### config.mk
export PLATFORM = sky130hd
export DESIGN_NAME = c4rsb_core
export DESIGN_NICKNAME = d
export VERILOG_FILES = /design/src/logic/c4rsb_pkg.sv /design/src/logic/c4rsb_stack_mem.sv /design/src/logic/c4rsb_core.sv
export SDC_FILE = /design/constraint.sdc
export NUM_CORES = 1
export LEC_CHECK = 0
export ABC_AREA = 1
export CELL_PAD_IN_SITES_DETAIL_PLACEMENT = 0
export CELL_PAD_IN_SITES_GLOBAL_PLACEMENT = 1
export CORE_ASPECT_RATIO = 0.9
export CORE_MARGIN = 10
export CORE_UTILIZATION = 45
export CTS_BUF_LIST = sky130_fd_sc_hd__clkbuf_2 sky130_fd_sc_hd__clkbuf_4 sky130_fd_sc_hd__clkbuf_8
export CTS_CLUSTER_DIAMETER = 200
export CTS_CLUSTER_SIZE = 24
export DETAILED_ROUTE_END_ITERATION = 10
export DONT_BUFFER_PORTS = 1
export HOLD_SLACK_MARGIN = 0.08
export PLACE_DENSITY = 0.74
export RECOVER_POWER = 50
export SLEW_MARGIN = 0
export SYNTH_ARGS = -nofsm -noshare
export SYNTH_HDL_FRONTEND = slang
export SYNTH_HIERARCHICAL = 1
export SYNTH_SLANG_ARGS = --single-unit
### constraint.sdc
create_clock -name core_clk -period 5.88 [get_ports core_clk]
set_clock_uncertainty 0.05 [all_clocks]
set_input_delay 0.294 -clock core_clk [delete_from_list [all_inputs] [get_ports core_clk]]
set_output_delay 0.294 -clock core_clk [all_outputs]
set_load 0.01 [all_outputs]
### src/logic/c4rsb_pkg.sv
// Purpose: Shared constants and types for the 4-bit core return/skip/bit-op slice.
// Assumes: 10-bit instruction words, 4-bit data nibbles, one clock domain.
// Notes: Opcodes are full 10-bit codes; the bit-set word and the compare's second word hold data.
package c4rsb_pkg;

  // ----------------------------------------------------------------
  // Instruction codes
  // ----------------------------------------------------------------
  localparam logic [9:0] OP_CLR_CARRY = 10'h006;
  localparam logic [9:0] OP_SET_CARRY = 10'h007;
  localparam logic [9:0] OP_CLR_LINE = 10'h014;
  localparam logic [9:0] OP_SET_LINE = 10'h015;
  localparam logic [9:0] OP_RET_SUB = 10'h044;
  localparam logic [9:0] OP_RET_SKIP = 10'h045;
  localparam logic [9:0] OP_RET_IRQ = 10'h046;
  localparam logic [9:0] OP_SET_BIT = 10'h05C;
  localparam logic [9:0] OP_SKIP_IMM = 10'h025;
  localparam logic [9:0] OP_SKIP_MEM = 10'h026;
  localparam logic [9:0] OP_EXT0_SKIP = 10'h038;
  localparam logic [9:0] OP_EXT1_SKIP = 10'h039;
  localparam logic [5:0] OP_IMM_WORD_HI = 6'h07;

  // ----------------------------------------------------------------
  // Field positions and widths
  // ----------------------------------------------------------------
  localparam int BIT_SEL_W = 2;
  localparam int IMM_W = 4;
  localparam int LINE_SEL_W = 3;
  localparam int NIB_W = 4;
  localparam int LINE_CNT = 8;
  localparam logic [NIB_W-1:0] LINE_Y_MAX = 4'h7;
  localparam int CYC_RET_SUB = 2;
  localparam logic [LINE_CNT-1:0] LINES_RST = 8'h00;

  // ----------------------------------------------------------------
  // Types
  // ----------------------------------------------------------------
  typedef enum logic [1:0] {
    ST_IDLE,
    ST_BUSY,
    ST_IMM
  } c4rsb_state_t;

  // Context saved when an interrupt is taken and put back on return
  typedef struct packed {
    logic [3:0] acc;
    logic [3:0] breg;
    logic [3:0] xptr;
    logic [3:0] yptr;
    logic [1:0] zptr;
    logic carry;
    logic skip;
    logic load_suppress;
  } c4rsb_ctx_t;

endpackage : c4rsb_pkg

### src/logic/c4rsb_stack_mem.sv
// Purpose: Return-address stack storage with a registered read port.
// Assumes: Read address is the level that will hold on the next edge.
// Notes: A write to the address being read is forwarded to the read register.
`timescale 1ns/1ps
module c4rsb_stack_mem #(
  parameter int W = 14,
  parameter int DEPTH = 8,
  parameter int AW = 3
) (
  input wire logic core_clk,
  input wire logic nrst,
  input wire logic ce,
  input wire logic we,
  input wire logic [AW-1:0] waddr,
  input wire logic [W-1:0] wdata,
  input wire logic [AW-1:0] raddr,
  output logic [W-1:0] rdata
);

  logic [W-1:0] mem [DEPTH];

  // ----------------------------------------------------------------
  // Storage and read register
  // ----------------------------------------------------------------
  // Forwarding keeps a push followed at once by a return correct
  always_ff @(posedge core_clk or negedge nrst) begin
    if (!nrst) begin
      rdata <= '0;
    end else if (ce) begin
      if (we && waddr == raddr) begin
        rdata <= wdata;
      end else begin
        rdata <= mem[raddr];
      end
    end
  end

  // Array kept out of reset so it maps onto plain storage
  always_ff @(posedge core_clk) begin
    if (ce && we) begin
      mem[waddr] <= wdata;
    end
  end

endmodule : c4rsb_stack_mem

### src/logic/c4rsb_core.sv
// Purpose: Executes carry, output-line, return, bit-set, compare-skip and flag-skip words.
// Assumes: All inputs come from logic on core_clk; pc increments happen elsewhere.
// Notes: A skipped word is consumed and discarded; a plain or skip return stalls one extra cycle, an interrupt return does not.
`timescale 1ns/1ps
// Function
// - Set-line word drives output line Y to 1 when Y is 0 to 7.
// - Interrupt return loads pc from stack top, drops level, one cycle.
// - Interrupt return restores pointers, carry, skip, load-suppress, A and B.
// - Return-with-skip pops like plain return then always skips next word.
// - Set-bit word writes 1 to bit j of the addressed memory nibble.
// - Two-word immediate compare skips next word when accumulator equals n.
// - Memory compare skips next word when accumulator equals the memory nibble.
// - With enable 0 clear, external-0 flag set causes a skip.
// - A skip from the external-0 test clears the external-0 flag.
// - With its enable set, a flag skip test neither skips nor clears.
// - With enable 1 clear, external-1 flag set causes a skip.
// - A skip from the external-1 test clears the external-1 flag.
module c4rsb_core #(
  parameter int PC_W = 14,
  parameter int STACK_DEPTH = 8,
  parameter int SL_W = 3
) (
  input wire logic core_clk,
  input wire logic nrst,
  input wire logic ce,
  input wire logic instr_valid,
  input wire logic [9:0] instr_word,
  output logic instr_ready,
  input wire logic [3:0] acc_val,
  input wire logic [3:0] y_val,
  input wire logic [3:0] mem_rdata,
  output logic mem_we,
  output logic [3:0] mem_wdata,
  input wire logic call_push,
  input wire logic [PC_W-1:0] push_pc,
  input wire logic irq_taken,
  input wire c4rsb_pkg::c4rsb_ctx_t ctx_in,
  output logic ctx_restore,
  output c4rsb_pkg::c4rsb_ctx_t ctx_out,
  input wire logic ext0_event,
  input wire logic ext1_event,
  input wire logic ext0_irq_enable,
  input wire logic ext1_irq_enable,
  output logic ext0_request_flag,
  output logic ext1_request_flag,
  output logic carry_flag,
  output logic skip_pending,
  output logic [c4rsb_pkg::LINE_CNT-1:0] out_lines,
  output logic pc_load,
  output logic [PC_W-1:0] program_counter,
  output logic [SL_W-1:0] stack_level
);

  // ----------------------------------------------------------------
  // State
  // ----------------------------------------------------------------
  typedef struct packed {
    c4rsb_pkg::c4rsb_state_t st;
    logic carry;
    logic skip;
    logic ext0;
    logic ext1;
    logic [c4rsb_pkg::LINE_CNT-1:0] lines;
    logic [SL_W-1:0] level;
    logic [PC_W-1:0] pc;
    logic pc_load;
    logic mem_we;
    logic [3:0] mem_wdata;
    logic ctx_restore;
    c4rsb_pkg::c4rsb_ctx_t saved;
  } c4rsb_regs_t;
  c4rsb_regs_t state_reg;
  c4rsb_regs_t state_next;
  logic [PC_W-1:0] stack_top;
  logic take;
  logic exec;
  // Set one bit of a nibble, used by the bit-set word
  function automatic logic [3:0] set_bit(input logic [3:0] v, input logic [1:0] j);
    return v | (4'h1 << j);
  endfunction : set_bit
  // Output line select is only valid for Y up to 7
  function automatic logic line_ok(input logic [3:0] y);
    return y <= c4rsb_pkg::LINE_Y_MAX;
  endfunction : line_ok
  // Ready drops only in the second cycle of a plain or skip return
  assign instr_ready = (state_reg.st != c4rsb_pkg::ST_BUSY);
  assign take = ce && instr_valid && instr_ready;
  assign exec = take && !state_reg.skip;
  // ----------------------------------------------------------------
  // Next-state logic
  // ----------------------------------------------------------------
  always_comb begin
    state_next = state_reg;
    state_next.pc_load = 1'b0;
    state_next.mem_we = 1'b0;
    state_next.ctx_restore = 1'b0;
    if (state_reg.st == c4rsb_pkg::ST_BUSY) begin
      state_next.st = c4rsb_pkg::ST_IDLE;
    end
    if (take && state_reg.skip) begin
      state_next.skip = 1'b0; // Skipped word is swallowed whole
    end else if (exec && state_reg.st == c4rsb_pkg::ST_IMM) begin
      state_next.st = c4rsb_pkg::ST_IDLE;
      if (acc_val == instr_word[c4rsb_pkg::IMM_W-1:0]) begin
        state_next.skip = 1'b1;
      end
    end else if (exec) begin
      if (instr_word[9:c4rsb_pkg::BIT_SEL_W] == c4rsb_pkg::OP_SET_BIT[9:c4rsb_pkg::BIT_SEL_W])
      begin
        state_next.mem_we = 1'b1;
        state_next.mem_wdata = set_bit(mem_rdata, instr_word[c4rsb_pkg::BIT_SEL_W-1:0]);
      end
      case (instr_word)
        c4rsb_pkg::OP_CLR_CARRY: begin
          state_next.carry = 1'b0;
        end
        c4rsb_pkg::OP_SET_CARRY: begin
          state_next.carry = 1'b1;
        end
        c4rsb_pkg::OP_CLR_LINE: begin
          if (line_ok(y_val)) begin
            state_next.lines[y_val[c4rsb_pkg::LINE_SEL_W-1:0]] = 1'b0;
          end
        end
        c4rsb_pkg::OP_SET_LINE: begin
          if (line_ok(y_val)) begin
            state_next.lines[y_val[c4rsb_pkg::LINE_SEL_W-1:0]] = 1'b1;
          end
        end
        c4rsb_pkg::OP_RET_SUB, c4rsb_pkg::OP_RET_SKIP: begin
          state_next.pc = stack_top;
          state_next.pc_load = 1'b1;
          state_next.level = state_reg.level - 1'b1;
          state_next.st = c4rsb_pkg::ST_BUSY;
          state_next.skip = (instr_word == c4rsb_pkg::OP_RET_SKIP);
        end
        c4rsb_pkg::OP_RET_IRQ: begin
          state_next.pc = stack_top;
          state_next.pc_load = 1'b1;
          state_next.level = state_reg.level - 1'b1;
          state_next.ctx_restore = 1'b1;
          state_next.carry = state_reg.saved.carry;
          state_next.skip = state_reg.saved.skip;
        end
        c4rsb_pkg::OP_SKIP_IMM: begin
          state_next.st = c4rsb_pkg::ST_IMM;
        end
        c4rsb_pkg::OP_SKIP_MEM: begin
          state_next.skip = (acc_val == mem_rdata);
        end
        c4rsb_pkg::OP_EXT0_SKIP: begin
          // Enabled flag leaves the test a no-op
          if (!ext0_irq_enable && state_reg.ext0) begin
            state_next.skip = 1'b1;
            state_next.ext0 = 1'b0;
          end
        end
        c4rsb_pkg::OP_EXT1_SKIP: begin
          if (!ext1_irq_enable && state_reg.ext1) begin
            state_next.skip = 1'b1;
            state_next.ext1 = 1'b0;
          end
        end
        default: ;
      endcase
    end
    // New request wins over a clear in the same cycle
    state_next.ext0 = state_next.ext0 | ext0_event;
    state_next.ext1 = state_next.ext1 | ext1_event;
    // A call pushes the return address one level up
    if (call_push) begin
      state_next.level = state_reg.level + 1'b1;
    end
    // Snapshot uses the live carry and skip, others come from ctx_in
    if (irq_taken) begin
      state_next.saved = ctx_in;
      state_next.saved.carry = state_reg.carry;
      state_next.saved.skip = state_reg.skip;
    end
  end
  // Whole state frozen while the clock enable is low
  always_ff @(posedge core_clk or negedge nrst) begin
    if (!nrst) begin
      state_reg <= '0;
      state_reg.st <= c4rsb_pkg::ST_IDLE;
      state_reg.lines <= c4rsb_pkg::LINES_RST;
    end else if (ce) begin
      state_reg <= state_next;
    end
  end
  // ----------------------------------------------------------------
  // Return-address stack
  // ----------------------------------------------------------------
  // Read at the next level so the top is ready when a return arrives
  c4rsb_stack_mem #(
    .W(PC_W),
    .DEPTH(STACK_DEPTH),
    .AW(SL_W)
  ) u_stack (
    .core_clk(core_clk),
    .nrst(nrst),
    .ce(ce),
    .we(call_push),
    .waddr(state_next.level),
    .wdata(push_pc),
    .raddr(state_next.level),
    .rdata(stack_top)
  );
  // ----------------------------------------------------------------
  // Outputs
  // ----------------------------------------------------------------
  assign mem_we = state_reg.mem_we;
  assign mem_wdata = state_reg.mem_wdata;
  assign ctx_restore = state_reg.ctx_restore;
  assign ctx_out = state_reg.saved;
  assign ext0_request_flag = state_reg.ext0;
  assign ext1_request_flag = state_reg.ext1;
  assign carry_flag = state_reg.carry;
  assign skip_pending = state_reg.skip;
  assign out_lines = state_reg.lines;
  assign pc_load = state_reg.pc_load;
  assign program_counter = state_reg.pc;
  assign stack_level = state_reg.level;
endmodule : c4rsb_core

---- Word-level counts from Yosys, hierarchy flattened ----
Memory sizes are Yosys's and may differ from the RTL's. A register that Yosys moved wholly into a read port is not among the register bits.
Cells that the tools add are included.
word-level totals
  bits in registers ....................... 59
  RAM bits ................................ 112
  input port bits ......................... 67
  output and inout bits ................... 58
  memories kept ........................... 1
memories
  name         words  bits a word  read ports  clocked after memory_dff  write ports  line                   text
  u_stack.mem  8      14           1           1                         1            c4rsb_stack_mem.sv:20  logic [W-1:0] mem [DEPTH];
cells by class
  add/sub/neg operators ................... 2
  $lt $le $gt $ge ......................... 3
  eq/ne operators ......................... 22
  shift operators ......................... 1
  mux-type cells .......................... 29
  bitwise logic cells ..................... 8
  reduce and logical (&&, ||, !) cells .... 25
operators with widths
  kind                 count
  $mux 34              2
  $eq 10x6->1 const B  4
  $mux 38              1
  $eq 10x7->1 const B  3
  $eq 10x3->1 const B  2
  $eq 10x5->1 const B  2
  $mux 18              1
  $mux 8               2
  $pmux 8 s2           1
  $reduce_and 5->1     3
  $mux 1               12
  $logic_and 1x1->1    9
  $and 8x8->8          1
  $eq 4x4->1           2
  $eq 8x5->1 const B   1
  $ne 4x4->1 const B   2
  $not 8->8            1
  $or 8x8->8           1
  $reduce_and 7->1     1
  $reduce_bool 7->1    1
  $mux 2               3
  $mux 3               2
  $reduce_and 6->1     1
  $reduce_bool 3->1    2
  24 further kinds     30

---- Depth between registers and ports, before layout ----
  depth after elaboration ................. 12
  mapped depth ............................ 20
  mapped depth without buffers ............ 17

---- Cells and area by module ----
Netlist, hierarchy kept.
modules (own cells, without submodules)
  module           times used  cells an instance  area each (µm²)
  c4rsb_stack_mem  1           516                5,393.9
  c4rsb_core       1           343                3,290.7

---- Least setup slack after synthesis ----
No wires, ideal clock.
  kind .................................... flip-flop to flip-flop
  from .................................... register state_reg[57] (netlist bit)
  to ...................................... memory u_stack.mem[0][0] (enable)
  library setup time ...................... 0.384 ns
  arrival time ............................ 2.137 ns
  path slack .............................. 3.308 ns
  stages on the path, launching flop included .. 12
  cells stage by stage .................... dfrtp_1 -> nand2_1 -> nand3_2 -> nor2_4 -> nand2_4 -> buf_6 -> nand2_1 -> nand2_1 -> and2_1 -> inv_1 -> nand2_1 -> nor2_1
RTL lines
  item                    line                   text
  from (decl)             c4rsb_core.sv:72       c4rsb_regs_t state_reg;
  from (signal assigned)  c4rsb_core.sv:188      state_reg <= state_next;
  to (decl)               c4rsb_stack_mem.sv:20

==> flow_summary.yaml <==
power:
  p_leak_uw: 0.00419
  vdd_drop_max_mv: 0.141
  p_per_area_nw_per_um2: 320
critical_path:
  r2r.worst_path.cells: 9
  path_delay_family: "simple AND/OR/NAND/NOR gates"
  r2r-end: "u_stack/mem[3][8]"
  path_cells: "nand2_1 -> nand3_2 -> nor2_4 -> nand2_4 -> nand3_1 -> and2_2 -> buf_4 -> nand2_1 -> nor2_2"
  crit_required_ns: 5.91
  worstSetupPathType: "reg -> reg"
  crit_fanout: 60
  arrival_ns: 3.75
  crit_slowest_cell: "nor2_2"
  r2r_setup_slack_ns: 2.16
  critPathCaptureType: "flop"
  crit_top_cell: "nand2_1"
  max_stage_delay_ns: 0.77
  cp-start-kind: "flop"
  cp_num_buf_inv: 1
  r2r_start: "state_reg[57]"
  crit_path_start: "state_reg[57]"
detailed_routing:
  drc: 0
  drt_iter0_drc: 374
  drt-total-wl_um: 20500
  vias: 5755
  avgViaCountPerCell: 5.08
  wire_per_inst_um: 18.1
  ant_nets: 0
  drtPass1Iterations: 5
sta:
  final_hold_viol_count: 0
  finalSetupViolations: 0
  maxSlewHeadroom: 0.337
  timing.final.crit_share: 0.632
  tightest_slew_ns: 0.993
  period_minus_slack_ns: 3.72
  fmax_mhz: 269
  rsz0062_at_grt: "no"
  timing.hold.ws_ns: 0.125
  tns_ns: 0
  final_max_slew_viol_count: 0
final_layout:
  final_cell_area_sq_um: 9620
  largest_reg_flops: 112
  layout-drive-gt1-share: 0.128
  fin_nets: 939
  top_register: "u_stack/mem"
  fillers: 1681
  diodes: 0
  syn2layout_area_growth_pct: 10.8
cts:
  cts_root_buf: "clkbuf_8"
  clk_pin_slew_worst_paths_ns: 0.09
  numCtsBuffers: 17
  clkLatencyLatePin_ns: 0.46
  ctsResizeCount: 0
  tritoncts: "built"
  cts.sinks: 185
  cts-htree-levels: 4
  clk_path_buf_depth: 2
  post-cts-setup-buffers: 0
synthesis:
  ys_ff_latch: 185
  synth-seq-area-share: 0.598
  synth.distinct_cells: 35
  yosys_warnings: 6
  avgSynthCellArea_sq_um: 10.1
  yosys.area.top_type: "edfxtp_1"
  yosysTopAreaCellShare: 0.387
  synth_area_sq_um: 8680
  syn-num-nets: 928
  synth.area.top_cells: "edfxtp_1, dfrtp_1, nand2_1, nand3_1, buf_4"
  synth_cells: 859
hold_path:
  hp-class: "in -> reg"
  hold-path-cell-count: 4
  hp-start: "call_push"
  whs_endpoint: "stack_level[0]"
placed_design:
  dpl-instance-area_sq_um: 8520
  gp_congestion: 0.859
  portBuffers: 0
  dp_hpwl_um: 13100
global_routing:
  track_usage: 0.163
  grt_max_degree: 74
  grt_overflow: 0
  grt_pass1_vias: 5668
  grt_pass1_wl_um: 32300
  antenna_found_initial: 1
die:
  fp-row-count: 48
  start_util: 0.455
  fp.dieW_um: 166
  die_h_um: 152
  fp.coreArea_sq_um: 19100
  ios: 125
  die_area_sq_um: 25300
status:
  outcome: "finished clean"
job:
  max_cap_viol_count: 0
[metal layers]
layer | vias up | share of wire | track usage | wire length [um]
met5 | - | 0.00063 | 0 | 13
met4 | 2 | 0.011 | 0.0461 | 232
met3 | 22 | 0.089 | 0.0580 | 1830
met2 | 194 | 0.47 | 0.270 | 9620
met1 | 2738 | 0.43 | 0.200 | 8840
li1 | 2799 | - | - | -
[how the worst max path moves through the flow]
| stage | to | slack [ns] | cells after the start |
|---|---|---|---|
| floorplan | u_stack/mem[0][0] | 3.31 | 11 |
| global placement | u_stack/mem[5][4] | 2.18 | 9 |
| detailed placement | u_stack/mem[3][0] | 2.10 | 9 |
| CTS | u_stack/mem[7][3] | 2.11 | 10 |
| global route | u_stack/rdata[2] | 1.84 | 16 |
| finish | u_stack/mem[3][8] | 2.16 | 9 |
[worst reg2reg max path: stages, from the launching register on]
cell,delay (ns)
dfrtp_1,0.41
nand2_1,0.19
nand3_2,0.14
nor2_4,0.36
nand2_4,0.26
nand3_1,0.16
and2_2,0.17
buf_4,0.51
nand2_1,0.32
nor2_2,0.77
[layout make-up]
type / instances / area [sq um] / share of cell area
Clock buffer: 22 / 284 / 0.0295
Clock inverter: 10 / 141 / 0.0147
Sequential cell: 185 / 5190 / 0.540
Inverter: 85 / 319 / 0.0332
Multi-Input combinational cell: 509 / 2640 / 0.275
Timing Repair Buffer: 72 / 731 / 0.0760
Tap cell: 250 / 313 / 0.0325
[Yosys cell counts]
cell type  count
a21oi_1       20
a22o_1         2
a31oi_1        1
and2_1         1
buf_1          1
buf_2         20
buf_4         54
buf_6          3
clkbuf_1       2
dfrtp_1       73
edfxtp_1     112
ha_1           2
inv_1         76
inv_2          9
mux2_2        26
mux2_4         7
nand2_1      228
nand2_2        4
nand2_4        1
nand3_1      106
nand3_2        3
nand3b_1       7
nand3b_4       1
nand4_1        3
nand4_4        1
nor2_1        52
nor2_2         6
nor2_4         6
nor3_1         3
nor3_4         1
nor3b_1        2
o21ai_0       11
o21ai_1        7
xnor2_1        3
xor2_1         5
[placed cells by master (no fill, tap or decap), drive strengths merged]
cell type / count
dlygate4sd3: 63
edfxtp: 112
a31oi: 1
dfrtp: 73
and2: 1
o21ai: 18
clkinvlp: 2
xnor2: 3
clkbuf: 22
clkinv: 3
ha: 2
nand2: 233
a21oi: 20
nor3b: 2
nand3: 109
xor2: 5
a22o: 2
bufinv: 3
nor3: 4
nand3b: 8
mux2: 33
buf: 9
inv: 87
nor2: 64
nand4: 4
[where the power goes]
part | switching (uW) | leakage (uW) | internal (uW) | total (uW)
Sequential | 79.9 | 0.00193 | 1490 | 1570
Clock | 444 | 0.000214 | 459 | 904
Combinational | 403 | 0.00204 | 199 | 603
Total | 928 | 0.00419 | 2150 | 3070
[kinds of logic after synthesis]
family          Yosys count  synth area share
simple gates            425             0.221
flops                   185             0.598
buf+inv                 165             0.100
compound gates           41            0.0246
mux                      33            0.0458
xor+xnor                  8           0.00807
fa+ha+maj                 2           0.00288
[through the flow]
step	utilization	setup slack [ns]	total power [uW]	std cells
after detailed placement	0.446	2.10	2140	1036
final	0.504	2.16	3070	1133
after floorplan	-	3.31	2030	859
after global placement	0.446	2.18	2130	1036
after global routing	0.504	1.84	3250	1133
after CTS	0.503	2.11	3110	1132
[repair_timing]
item | CTS | global route
hold buffers | 64 | 1
endpoints found under the setup margin | 0 | 0
endpoints found under the hold margin | 241 | 1
Note: power is estimated with default switching activity, not from simulation.
